$ cat src/hdl/mcct_pkg.sv
// Shared constants and types for the match/capture counter/timer block
package mcct_pkg;

    // ========================================================================
    // Structure
    localparam int NUM_TIMERS = 4;
    localparam int NUM_LONG   = 2;
    localparam int NUM_CH     = 4;

    // ========================================================================
    // Register offsets inside one timer window (byte addresses, low 6 bits)
    localparam logic [5:0] OFS_CTRL      = 6'h00;
    localparam logic [5:0] OFS_COUNT     = 6'h04;
    localparam logic [5:0] OFS_PRE_VAL   = 6'h08;
    localparam logic [5:0] OFS_PRE_CNT   = 6'h0C;
    localparam logic [5:0] OFS_MATCH_CTL = 6'h10;
    localparam logic [5:0] OFS_MATCH0    = 6'h14;
    localparam logic [5:0] OFS_CAP_CTL   = 6'h24;
    localparam logic [5:0] OFS_CAP0      = 6'h28;
    localparam logic [5:0] OFS_FLAGS     = 6'h38;
    localparam logic [5:0] OFS_EXT_CTL   = 6'h3C;
    localparam logic [5:0] OFS_STEP      = 6'h04;

    // Address split: [7:6] selects the timer, [31:8] must be zero
    localparam int ADDR_TMR_LO = 6;
    localparam int ADDR_HI_LO  = 8;

    // ========================================================================
    // Field positions
    localparam int CTRL_EN         = 0;
    localparam int CTRL_RST        = 1;
    localparam int CTRL_CNT_MODE   = 2;
    localparam int CTRL_CNT_SEL_LO = 4;
    localparam int CTRL_CMP_SRC    = 6;
    localparam int CTRL_DMA_LO     = 8;
    localparam logic [31:0] CTRL_MASK = 32'h00000F77;

    localparam int MCTL_INT   = 0;
    localparam int MCTL_RESET = 1;
    localparam int MCTL_STOP  = 2;
    localparam int MCTL_STEP  = 3;
    localparam logic [31:0] MCTL_MASK = 32'h00000FFF;

    localparam int CCTL_RISE      = 0;
    localparam int CCTL_FALL      = 1;
    localparam int CCTL_INT       = 2;
    localparam int CCTL_STEP      = 3;
    localparam int CCTL_CLR_EN    = 12;
    localparam int CCTL_CLR_SEL_LO = 13;
    localparam logic [31:0] CCTL_MASK = 32'h00007FFF;

    localparam int FLAG_CAP_LO = 4;
    localparam int EXT_ACT_LO  = 4;
    localparam logic [31:0] EXT_MASK = 32'h00000FFF;

    localparam logic [31:0] RST_WORD = 32'h00000000;

    // ========================================================================
    // Types
    typedef enum logic [1:0] {
        EXT_KEEP   = 2'b00,
        EXT_LOW    = 2'b01,
        EXT_HIGH   = 2'b10,
        EXT_TOGGLE = 2'b11
    } mcct_ext_action_type;

    localparam logic [1:0] RESP_OKAY   = 2'h0;
    localparam logic [1:0] RESP_SLVERR = 2'h2;

endpackage

$ cat src/hdl/mcct_sync_edge.sv
// Three-stage input synchroniser with filtered level and edge pulses
`timescale 1ns/100ps
`default_nettype none

module mcct_sync_edge (
    input  wire logic clk_sys,
    input  wire logic rst_n,
    input  wire logic pin_in,
    output logic      rise,
    output logic      fall
);

    logic stage1;
    logic stage2;
    logic stage3;
    logic level;
    logic settled;

    // ========================================================================
    // Synchroniser; stage1 feeds stage2 only
    always_ff @(posedge clk_sys) begin
        if (!rst_n) begin
            stage1 <= 1'b0;
            stage2 <= 1'b0;
            stage3 <= 1'b0;
        end else begin
            stage1 <= pin_in;
            stage2 <= stage1;
            stage3 <= stage2;
        end
    end

    // A change counts only once stages two and three agree
    assign settled = (stage2 == stage3);

    always_ff @(posedge clk_sys) begin
        if (!rst_n) begin
            level <= 1'b0;
        end else if (settled) begin
            level <= stage3;
        end
    end

    assign rise = settled && stage3 && !level;
    assign fall = settled && !stage3 && level;

endmodule
`default_nettype wire

$ cat src/hdl/mcct_top.sv
// Four counter/timers (two long, two short) behind an AXI4-Lite slave
//
// Function
// - Two long and two short timer instances
// - Prescaler as wide as its counter
// - Timer mode counts prescaled system clock
// - Counter mode counts rising edges of the selected input
// - Four writable match values per timer
// - Match may keep counting, optional interrupt
// - Match may halt counter, optional interrupt
// - Match may zero counter, optional interrupt
// - One external output per match value
// - Output goes low, high, toggles or holds
// - Capture copies counter on input edge
// - Per-channel capture interrupt enable
// - Chosen capture may clear counter and prescaler
// - Match events pace DMA request pulses
// - Two timers accept comparator outputs as captures
`timescale 1ns/100ps
`default_nettype none

module mcct_top #(
    parameter int LONG_WIDTH  = 32,
    parameter int SHORT_WIDTH = 16
) (
    input  wire logic        clk_sys,
    input  wire logic        rst_n,
    input  wire logic [31:0] s_axi_awaddr,
    input  wire logic        s_axi_awvalid,
    output logic             s_axi_awready,
    input  wire logic [31:0] s_axi_wdata,
    input  wire logic [3:0]  s_axi_wstrb,
    input  wire logic        s_axi_wvalid,
    output logic             s_axi_wready,
    output logic [1:0]       s_axi_bresp,
    output logic             s_axi_bvalid,
    input  wire logic        s_axi_bready,
    input  wire logic [31:0] s_axi_araddr,
    input  wire logic        s_axi_arvalid,
    output logic             s_axi_arready,
    output logic [31:0]      s_axi_rdata,
    output logic [1:0]       s_axi_rresp,
    output logic             s_axi_rvalid,
    input  wire logic        s_axi_rready,
    input  wire logic [3:0]  long_timer_a_capture_in,
    input  wire logic [3:0]  long_timer_b_capture_in,
    input  wire logic [3:0]  short_timer_a_capture_in,
    input  wire logic [3:0]  short_timer_b_capture_in,
    input  wire logic [1:0]  comparator_out,
    output logic [3:0]       long_timer_a_match_out,
    output logic [3:0]       long_timer_b_match_out,
    output logic [3:0]       short_timer_a_match_out,
    output logic [3:0]       short_timer_b_match_out,
    output logic [3:0]       timer_irq,
    output logic [3:0]       timer_dma_req
);

    // ========================================================================
    // Storage shared by all timers
    logic [31:0] ctrl      [mcct_pkg::NUM_TIMERS];
    logic [31:0] count     [mcct_pkg::NUM_TIMERS];
    logic [31:0] pre_val   [mcct_pkg::NUM_TIMERS];
    logic [31:0] pre_cnt   [mcct_pkg::NUM_TIMERS];
    logic [31:0] match_ctl [mcct_pkg::NUM_TIMERS];
    logic [31:0] cap_ctl   [mcct_pkg::NUM_TIMERS];
    logic [31:0] ext_ctl   [mcct_pkg::NUM_TIMERS];
    logic [31:0] match_val [mcct_pkg::NUM_TIMERS][mcct_pkg::NUM_CH];
    logic [31:0] cap_val   [mcct_pkg::NUM_TIMERS][mcct_pkg::NUM_CH];
    logic [7:0]  flags     [mcct_pkg::NUM_TIMERS];
    logic [3:0]  cap_pin   [mcct_pkg::NUM_TIMERS];
    logic [3:0]  irq_q;
    logic [3:0]  dma_q;

    assign cap_pin[0] = long_timer_a_capture_in;
    assign cap_pin[1] = long_timer_b_capture_in;
    assign cap_pin[2] = short_timer_a_capture_in;
    assign cap_pin[3] = short_timer_b_capture_in;

    assign long_timer_a_match_out  = ext_ctl[0][3:0];
    assign long_timer_b_match_out  = ext_ctl[1][3:0];
    assign short_timer_a_match_out = ext_ctl[2][3:0];
    assign short_timer_b_match_out = ext_ctl[3][3:0];
    assign timer_irq               = irq_q;
    assign timer_dma_req           = dma_q;

    function automatic logic [31:0] merge_bytes(
        input logic [31:0] old_word,
        input logic [31:0] new_word,
        input logic [3:0]  strb
    );
        logic [31:0] res;
        res = old_word;
        for (int b = 0; b < 4; b++) begin
            if (strb[b]) begin
                res[b*8 +: 8] = new_word[b*8 +: 8];
            end
        end
        return res;
    endfunction

    // ========================================================================
    // AXI4-Lite write channel
    logic       wr_fire;
    logic       wr_ok;
    logic [1:0] wr_tmr;
    logic [5:0] wr_reg;

    // Address and data are taken together, so a write is one atomic event
    assign wr_fire = s_axi_awready;
    assign wr_ok   = (s_axi_awaddr[31:mcct_pkg::ADDR_HI_LO] == 24'h000000);
    assign wr_tmr  = s_axi_awaddr[mcct_pkg::ADDR_HI_LO-1:mcct_pkg::ADDR_TMR_LO];
    assign wr_reg  = {s_axi_awaddr[5:2], 2'h0};

    always_ff @(posedge clk_sys) begin
        if (!rst_n) begin
            s_axi_awready <= 1'b0;
            s_axi_wready  <= 1'b0;
        end else begin
            s_axi_awready <= s_axi_awvalid && s_axi_wvalid && !s_axi_awready && !s_axi_bvalid;
            s_axi_wready  <= s_axi_awvalid && s_axi_wvalid && !s_axi_awready && !s_axi_bvalid;
        end
    end

    always_ff @(posedge clk_sys) begin
        if (!rst_n) begin
            s_axi_bvalid <= 1'b0;
            s_axi_bresp  <= mcct_pkg::RESP_OKAY;
        end else if (wr_fire) begin
            s_axi_bvalid <= 1'b1;
            s_axi_bresp  <= wr_ok ? mcct_pkg::RESP_OKAY : mcct_pkg::RESP_SLVERR;
        end else if (s_axi_bready) begin
            s_axi_bvalid <= 1'b0;
        end
    end

    // ========================================================================
    // AXI4-Lite read channel
    logic [31:0] rd_word;
    logic        rd_ok;
    logic [1:0]  rd_tmr;
    logic [5:0]  rd_reg;

    assign rd_ok  = (s_axi_araddr[31:mcct_pkg::ADDR_HI_LO] == 24'h000000);
    assign rd_tmr = s_axi_araddr[mcct_pkg::ADDR_HI_LO-1:mcct_pkg::ADDR_TMR_LO];
    assign rd_reg = {s_axi_araddr[5:2], 2'h0};

    always_comb begin
        if (!rd_ok) begin
            rd_word = mcct_pkg::RST_WORD;
        end else if (rd_reg == mcct_pkg::OFS_CTRL) begin
            rd_word = ctrl[rd_tmr];
        end else if (rd_reg == mcct_pkg::OFS_COUNT) begin
            rd_word = count[rd_tmr];
        end else if (rd_reg == mcct_pkg::OFS_PRE_VAL) begin
            rd_word = pre_val[rd_tmr];
        end else if (rd_reg == mcct_pkg::OFS_PRE_CNT) begin
            rd_word = pre_cnt[rd_tmr];
        end else if (rd_reg == mcct_pkg::OFS_MATCH_CTL) begin
            rd_word = match_ctl[rd_tmr];
        end else if (rd_reg < mcct_pkg::OFS_CAP_CTL) begin
            rd_word = match_val[rd_tmr][rd_reg[3:2] - 2'h1];
        end else if (rd_reg == mcct_pkg::OFS_CAP_CTL) begin
            rd_word = cap_ctl[rd_tmr];
        end else if (rd_reg < mcct_pkg::OFS_FLAGS) begin
            rd_word = cap_val[rd_tmr][rd_reg[3:2] - 2'h2];
        end else if (rd_reg == mcct_pkg::OFS_FLAGS) begin
            rd_word = {24'h000000, flags[rd_tmr]};
        end else begin
            rd_word = ext_ctl[rd_tmr];
        end
    end

    always_ff @(posedge clk_sys) begin
        if (!rst_n) begin
            s_axi_arready <= 1'b0;
        end else begin
            s_axi_arready <= s_axi_arvalid && !s_axi_arready && !s_axi_rvalid;
        end
    end

    always_ff @(posedge clk_sys) begin
        if (!rst_n) begin
            s_axi_rvalid <= 1'b0;
            s_axi_rdata  <= mcct_pkg::RST_WORD;
            s_axi_rresp  <= mcct_pkg::RESP_OKAY;
        end else if (s_axi_arready) begin
            s_axi_rvalid <= 1'b1;
            s_axi_rdata  <= rd_word;
            s_axi_rresp  <= rd_ok ? mcct_pkg::RESP_OKAY : mcct_pkg::RESP_SLVERR;
        end else if (s_axi_rready) begin
            s_axi_rvalid <= 1'b0;
        end
    end

    // ========================================================================
    // Timer instances
    // four instances, widths
    for (genvar i = 0; i < mcct_pkg::NUM_TIMERS; i++) begin : g_tmr
        localparam int          WIDTH = (i < mcct_pkg::NUM_LONG) ? LONG_WIDTH : SHORT_WIDTH;
        localparam logic [31:0] MASK  = 32'hFFFFFFFF >> (32 - WIDTH);

        logic [3:0]  src;
        logic [3:0]  rise;
        logic [3:0]  fall;
        logic [3:0]  m_hit;
        logic [3:0]  c_hit;
        logic        sel;
        logic        tick;
        logic        pre_wrap;
        logic        m_reset;
        logic        m_stop;
        logic        clr_cap;
        logic [31:0] inc;
        logic [31:0] wr_word;
        logic [7:0]  int_en;

        assign sel     = wr_fire && wr_ok && (wr_tmr == 2'(i));
        assign wr_word = s_axi_wdata;

        for (genvar j = 0; j < mcct_pkg::NUM_CH; j++) begin : g_ch
            if (i < mcct_pkg::NUM_LONG && j == mcct_pkg::NUM_CH - 1) begin : g_cmp
                assign src[j] = ctrl[i][mcct_pkg::CTRL_CMP_SRC] ? comparator_out[i]
                                                                : cap_pin[i][j];
            end else begin : g_pin
                assign src[j] = cap_pin[i][j];
            end

            mcct_sync_edge u_sync (
                .clk_sys (clk_sys),
                .rst_n   (rst_n),
                .pin_in  (src[j]),
                .rise    (rise[j]),
                .fall    (fall[j])
            );
        end

        always_comb begin
            tick = ctrl[i][mcct_pkg::CTRL_EN] && !ctrl[i][mcct_pkg::CTRL_RST];
            // counter mode ticks on rising edges of the selected input
            if (ctrl[i][mcct_pkg::CTRL_CNT_MODE]) begin
                tick = tick && rise[ctrl[i][mcct_pkg::CTRL_CNT_SEL_LO +: 2]];
            end
            pre_wrap = tick && (pre_cnt[i] == pre_val[i]);
            inc      = (count[i] + 32'h00000001) & MASK;
            m_reset  = 1'b0;
            m_stop   = 1'b0;
            for (int j = 0; j < mcct_pkg::NUM_CH; j++) begin
                m_hit[j] = pre_wrap && (inc == match_val[i][j]);
                m_reset  = m_reset || (m_hit[j] && match_ctl[i][j*mcct_pkg::MCTL_STEP + mcct_pkg::MCTL_RESET]);
                m_stop   = m_stop || (m_hit[j] && match_ctl[i][j*mcct_pkg::MCTL_STEP + mcct_pkg::MCTL_STOP]);
                c_hit[j] = (rise[j] && cap_ctl[i][j*mcct_pkg::CCTL_STEP + mcct_pkg::CCTL_RISE]) ||
                           (fall[j] && cap_ctl[i][j*mcct_pkg::CCTL_STEP + mcct_pkg::CCTL_FALL]);
                int_en[j] = match_ctl[i][j*mcct_pkg::MCTL_STEP + mcct_pkg::MCTL_INT];
                int_en[mcct_pkg::FLAG_CAP_LO + j] = cap_ctl[i][j*mcct_pkg::CCTL_STEP + mcct_pkg::CCTL_INT];
            end
            clr_cap = cap_ctl[i][mcct_pkg::CCTL_CLR_EN] &&
                      c_hit[cap_ctl[i][mcct_pkg::CCTL_CLR_SEL_LO +: 2]];
        end

        // keep running or zero on match
        always_ff @(posedge clk_sys) begin
            if (!rst_n) begin
                count[i] <= mcct_pkg::RST_WORD;
            end else if (ctrl[i][mcct_pkg::CTRL_RST] || clr_cap) begin
                count[i] <= mcct_pkg::RST_WORD;
            end else if (pre_wrap) begin
                count[i] <= m_reset ? mcct_pkg::RST_WORD : inc;
            end
        end

        always_ff @(posedge clk_sys) begin
            if (!rst_n) begin
                pre_cnt[i] <= mcct_pkg::RST_WORD;
            end else if (ctrl[i][mcct_pkg::CTRL_RST] || clr_cap) begin
                pre_cnt[i] <= mcct_pkg::RST_WORD;
            end else if (tick) begin
                pre_cnt[i] <= pre_wrap ? mcct_pkg::RST_WORD : ((pre_cnt[i] + 32'h00000001) & MASK);
            end
        end

        // Halt on match beats a same-cycle software enable
        always_ff @(posedge clk_sys) begin
            if (!rst_n) begin
                ctrl[i] <= mcct_pkg::RST_WORD;
            end else begin
                if (sel && wr_reg == mcct_pkg::OFS_CTRL) begin
                    ctrl[i] <= merge_bytes(ctrl[i], wr_word, s_axi_wstrb) & mcct_pkg::CTRL_MASK;
                end
                if (m_stop) begin
                    ctrl[i][mcct_pkg::CTRL_EN] <= 1'b0;
                end
            end
        end

        always_ff @(posedge clk_sys) begin
            if (!rst_n) begin
                pre_val[i]   <= mcct_pkg::RST_WORD;
                match_ctl[i] <= mcct_pkg::RST_WORD;
                cap_ctl[i]   <= mcct_pkg::RST_WORD;
            end else if (sel) begin
                if (wr_reg == mcct_pkg::OFS_PRE_VAL) begin
                    pre_val[i] <= merge_bytes(pre_val[i], wr_word, s_axi_wstrb) & MASK;
                end
                if (wr_reg == mcct_pkg::OFS_MATCH_CTL) begin
                    match_ctl[i] <= merge_bytes(match_ctl[i], wr_word, s_axi_wstrb) & mcct_pkg::MCTL_MASK;
                end
                if (wr_reg == mcct_pkg::OFS_CAP_CTL) begin
                    cap_ctl[i] <= merge_bytes(cap_ctl[i], wr_word, s_axi_wstrb) & mcct_pkg::CCTL_MASK;
                end
            end
        end

        always_ff @(posedge clk_sys) begin
            for (int j = 0; j < mcct_pkg::NUM_CH; j++) begin
                if (!rst_n) begin
                    match_val[i][j] <= mcct_pkg::RST_WORD;
                    cap_val[i][j]   <= mcct_pkg::RST_WORD;
                end else begin
                    if (sel && wr_reg == mcct_pkg::OFS_MATCH0 + 6'(j) * mcct_pkg::OFS_STEP) begin
                        match_val[i][j] <= merge_bytes(match_val[i][j], wr_word, s_axi_wstrb) & MASK;
                    end
                    if (c_hit[j]) begin
                        cap_val[i][j] <= count[i];
                    end
                end
            end
        end

        always_ff @(posedge clk_sys) begin
            if (!rst_n) begin
                flags[i] <= 8'h00;
            end else if (sel && wr_reg == mcct_pkg::OFS_FLAGS && s_axi_wstrb[0]) begin
                flags[i] <= (flags[i] & ~wr_word[7:0]) | {c_hit, m_hit};
            end else begin
                flags[i] <= flags[i] | {c_hit, m_hit};
            end
        end

        always_ff @(posedge clk_sys) begin
            if (!rst_n) begin
                ext_ctl[i] <= mcct_pkg::RST_WORD;
            end else begin
                if (sel && wr_reg == mcct_pkg::OFS_EXT_CTL) begin
                    ext_ctl[i] <= merge_bytes(ext_ctl[i], wr_word, s_axi_wstrb) & mcct_pkg::EXT_MASK;
                end
                for (int j = 0; j < mcct_pkg::NUM_CH; j++) begin
                    if (m_hit[j]) begin
                        case (mcct_pkg::mcct_ext_action_type'(ext_ctl[i][mcct_pkg::EXT_ACT_LO + 2*j +: 2]))
                            mcct_pkg::EXT_LOW: begin
                                ext_ctl[i][j] <= 1'b0;
                            end
                            mcct_pkg::EXT_HIGH: begin
                                ext_ctl[i][j] <= 1'b1;
                            end
                            mcct_pkg::EXT_TOGGLE: begin
                                ext_ctl[i][j] <= !ext_ctl[i][j];
                            end
                            default: begin
                            end
                        endcase
                    end
                end
            end
        end

        // Level interrupt follows flags one cycle later
        always_ff @(posedge clk_sys) begin
            if (!rst_n) begin
                irq_q[i] <= 1'b0;
                dma_q[i] <= 1'b0;
            end else begin
                irq_q[i] <= |(flags[i] & int_en);
                dma_q[i] <= |(m_hit & ctrl[i][mcct_pkg::CTRL_DMA_LO +: 4]);
            end
        end
    end

endmodule
`default_nettype wire

$ cat config.mk
export PLATFORM = sky130hd
export DESIGN_NAME = mcct_top
export DESIGN_NICKNAME = d
export VERILOG_FILES = /design/src/hdl/mcct_pkg.sv /design/src/hdl/mcct_sync_edge.sv /design/src/hdl/mcct_top.sv
export SDC_FILE = /design/constraint.sdc
export NUM_CORES = 2
export LEC_CHECK = 0
export ABC_AREA = 1
export ABC_CLOCK_PERIOD_IN_PS = 6300
export BUFFER_PORTS_ARGS = -buffer_cell sky130_fd_sc_hd__buf_4
export CORE_MARGIN = 2
export CORE_UTILIZATION = 40
export CTS_BUF_LIST = sky130_fd_sc_hd__clkbuf_16
export DETAILED_ROUTE_END_ITERATION = 8
export HOLD_SLACK_MARGIN = 0.1
export SETUP_SLACK_MARGIN = 0.2
export SYNTH_ARGS = -nofsm -noshare
export SYNTH_HDL_FRONTEND = slang
export SYNTH_SLANG_ARGS = --single-unit
$ cat constraint.sdc
create_clock -name clk_sys -period 6.3 [get_ports clk_sys]
set_input_delay 0.63 -clock clk_sys [delete_from_list [all_inputs] [get_ports clk_sys]]
set_output_delay 0.63 -clock clk_sys [all_outputs]
set_load 0.01 [all_outputs]
==> impl_summary.md <==
Route
The final routed wire length divided by cell count is 30.1 microns. The detailed-router iteration count before antenna repair is 8. The vias after detailed routing is 70,500. In the routed design, unresolved DRC markers number 0. The total length of routed wires is 351,000 microns. The via density per instance is 6.05. The count of nets left with antenna violations once routing finished came out at 0. After the first detailed-routing iteration, the DRC count stood at 11,100.

Critical path
At the worst endpoint, the arrival time is 5610 ps. The critical path is of the reg -> reg type. STA classifies the critical path endpoint as a flop. Along the worst path, the maximum fanout reaches 14. STA classifies the critical path startpoint as a flop. The worst register-to-register path begins at count[0][0]$_SDFFCE_PP0P_.

In this run the worst setup path begins at count[0][0]$_SDFFCE_PP0P_. The highest-delay cell along the critical path is edfxtp_1. The delay of the slowest cell on the worst path is 640 ps. The required arrival time at the worst endpoint is 6880 ps. The signal on the critical path passes through ha_1, nand2_1, nor2_4, nand4_1, nor2_1, nand2_1, inv_1, nand3_1, nand2_2, nor2_1, a21oi_1, nand4_1, nor2_1, nand3_1, inv_1, nand2_1, o21ai_1, inv_1.

Cells and area
After the last flow step, the layout net total stands at 9,169. The layout filler cell count is 18,700. Relative to the synthesized area, the layout overhead comes to 12.4%.

The fraction of final layout cells sized beyond drive strength 1 is 0.0895. Summing all non-filler instances in the final layout gives an area of 85,700 sq um.

Yosys
The number of synthesized flops with an enable pin is 1,284. Counting every instance in the synthesized netlist gives 8,902. The share of synthesized registers carrying an async set or reset is 0. The count of synthesis-stage warnings from yosys is 0. The count of state elements after synthesis is 1,394. The sequential cell area fraction in the yosys report is 0.535. Yosys mapped the design onto 69 distinct sky130hd cell types. The most common flop cell mapped by yosys is edfxtp_1. The summed instance area of the synthesized netlist is 76,200 sq um. The mean area per synthesized cell is 8.56 sq um.

Clocking
After clock tree synthesis, the repair step resized 0 gates. The clock-pin slew of the registers on the worst-case setup and hold paths is 60 ps. The cell sitting at the root of the clock tree is a clkbuf_16. The H-tree depth is 4. The clock tree from TritonCTS is done. The number of buffers created by CTS is 161. The total clock sinks is 1,394. No sink is reached through more buffers than the 3 on the longest clock path.

Clock latency on the worst-skew pair, taken at its later pin, is 860 ps. After clock tree synthesis, the setup repair step added 0 buffers. The hold buffer count at CTS is 23.

Min path
The source of the worst hold timing path is s_axi_araddr[25]. In this run the worst hold path is classified as in -> reg.

Power and ir drop
Power comes to 0.0225 W. The cell area power density is 262 nW/um^2. The peak supply drop is 0.000249 V. The leakage component of the power is 33.0 nW.

Floorplanning
Row generation in the floorplan step produced 160 rows. From bottom edge to top edge, the die measures 441 microns. The initial cell density of the core is 0.402. Measured along the x axis, the die boundary spans 441 microns.

The number of top-level pins is 190. The core region area is 190,000 sq um. The area of the die is 194,000 sq um.

Timing
The total count of hold-check failures in the final report came to 0. After routing, the total negative slack on setup checks comes to 0 ps. Between clock sinks in the finished design, the worst skew comes to 41.8 ps.

The max-slew violation total from the final report is 0. The post-layout minimum cycle time is 5020 ps. The number of failing setup endpoints in the final timing report is 0.

Based on the critical path, the design can be clocked at up to 199 MHz. The transition time at the pin with the least slew margin is 1400 ps. Setup repair after global routing left no endpoint under its margin.

The fraction of the cycle the final worst path needs is 0.797. The worst relative slew slack is 0.0562.

Place
Routability-driven placement finished with a final weighted congestion of 1.03. The wire-length estimate of the detail-placed layout is 256,000 microns. The number of input and output port buffers inserted is 183. The area after detailed placement is 80,500 sq um.

Global route
For this run, the total global-route usage over all layers was measured as 0.352. Entering global routing, the biggest net connects 180 pins. The global-route wire length before repair is 484,000 microns.

The number of antenna violations at the first check in global routing is 20. The overflow left after global routing is 0. The via count of the first global-routing pass was 64,900.

Run status
The run finished with clean final reports.

Job
The number of max-cap violations is 0.
## Yosys cell counts (all sizes together) (2+ instances only)
library cell	number	share of area
nand2	1269	0.063
edfxtp	1284	0.51
a21oi	396	0.026
o211a	2	0.00026
nand3b	28	0.0028
o21ai	908	0.060
o221ai	61	0.0070
o21a	5	0.00049
o31ai	5	0.00056
inv	749	0.037
xor2	162	0.020
a21o	4	0.00039
o22ai	92	0.0075
xnor2	114	0.013
a21boi	4	0.00039
a31o	4	0.00046
or3	3	0.00025
a211oi	14	0.0014
a221oi	10	0.0011
nor2	1964	0.098
and3	5	0.00041
nor4	34	0.0029
o32ai	2	0.00023
o311ai	8	0.00092
buf	123	0.0090
nand3	478	0.032
nor3	207	0.016
a22oi	3	0.00030
a31oi	18	0.0015
o21bai	6	0.00059
ha	44	0.0072
o211ai	105	0.010
a22o	5	0.00057
o2111ai	2	0.00023
or2	66	0.0054
nor3b	24	0.0024
clkinv	29	0.0014
or4	2	0.00020
dfxtp	110	0.029
a32oi	2	0.00023
and2	5	0.00041
a221o	6	0.00079
nand4	163	0.013
clkbuf	372	0.018
conb	2	0.000098
## worst paths after layout
path	cells after the start	end	slack [ps]
max	18	ext_ctl[0][1]$_DFFE_PP_	1280
min reg2reg	2	g_tmr[0].g_ch[1].u_sync.stage2$_SDFF_PN0_	410
min	5	s_axi_rresp[1]$_SDFFE_PN0P_	210
max reg2reg	18	ext_ctl[0][1]$_DFFE_PP_	1280
## layout by cell type, fill, tap and decap left out, types with 13 or more instances in the layout
cell	Yosys	final
a211oi_1	14	14
a21oi_1	396	395
a31oi_1	18	18
buf_4	27	359
clkbuf_16	0	169
clkinv_1	29	63
clkinv_2	0	28
conb_1	2	34
dfxtp_1	110	110
dlygate4sd3_1	0	23
edfxtp_1	1284	1284
ha_1	44	44
inv_1	727	770
inv_2	22	25
nand2_1	1245	1239
nand2_2	22	28
nand3_1	469	460
nand3_2	8	13
nand3b_1	28	28
nand4_1	163	163
nor2_1	1933	1932
nor2_2	22	23
nor3_1	167	167
nor3_2	39	39
nor3b_1	24	24
nor4_1	33	33
o211ai_1	105	105
o21ai_0	896	886
o21ai_1	12	21
o221ai_1	61	61
o22ai_1	92	92
or2_2	59	59
xnor2_1	113	113
xor2_1	154	154
## per-stage QoR
step	util	hold WS, ps	instances	setup WS (ps)
2_1_floorplan	-	390	8934	3110
3_3_place_gp	0.424	403	11300	1480
3_5_place_dp	0.424	401	11300	1470
4_1_cts	0.452	172	11600	1440
5_1_grt	0.452	217	11600	1140
6_report	0.452	208	11700	1280
## per-layer routing
layer | share of wire | vias to the layer above | GRT usage | wire length [microns]
met4 | 0.059 | 14 | 0.182 | 20600
met5 | 0.00063 | - | 0 | 221
met1 | 0.38 | 34300 | 0.472 | 135000
met2 | 0.43 | 4890 | 0.532 | 152000
li1 | - | 30500 | - | -
met3 | 0.12 | 846 | 0.0812 | 43000
## state kept, by name (all words and copies together), names as in the netlist, 32 cells and up
name,flops
cap_ctl,60
cap_val,384
count,96
ctrl,40
ext_ctl,48
flags,32
match_ctl,48
match_val,384
pre_cnt,96
pre_val,96
s_axi_rdata,32
## where the power goes
part	internal, W	switching [W]	leakage (nW)
clock network	0.00497	0.00412	2.63
registers	0.0105	0.000312	14.2
logic	0.000630	0.00195	16.2
total	0.0161	0.00638	33.0
## worst max-delay path: cells and delay by family (launching register included)
family          cells  cell delay [ps]
fa+ha+maj           1              330
simple gates       12             2830
flops               1              640
buf+inv             3              430
compound gates      2              540
## cells by family after synthesis
family	share of synthesized area
other	0.0000985
XOR/XNOR	0.0329
AO/OA/AOI/OAI	0.121
AND/OR/NAND/NOR	0.238
adder cells (fa/ha/maj)	0.00722
buffers and inverters	0.0656
flip-flops	0.535
## area by class of cell
type | count | area (sq um) | area share
clock inverters | 132 | 743 | 0.00867
inverters | 778 | 2940 | 0.0342
multi-input cells | 6267 | 30700 | 0.358
repair buffers | 398 | 3200 | 0.0373
flip-flops and latches | 1394 | 40800 | 0.475
clock buffers | 169 | 4230 | 0.0493
diodes | 8 | 20.0 | 0.000234
well taps | 2511 | 3140 | 0.0366
No activity file was read; power rests on OpenSTA's default activity.
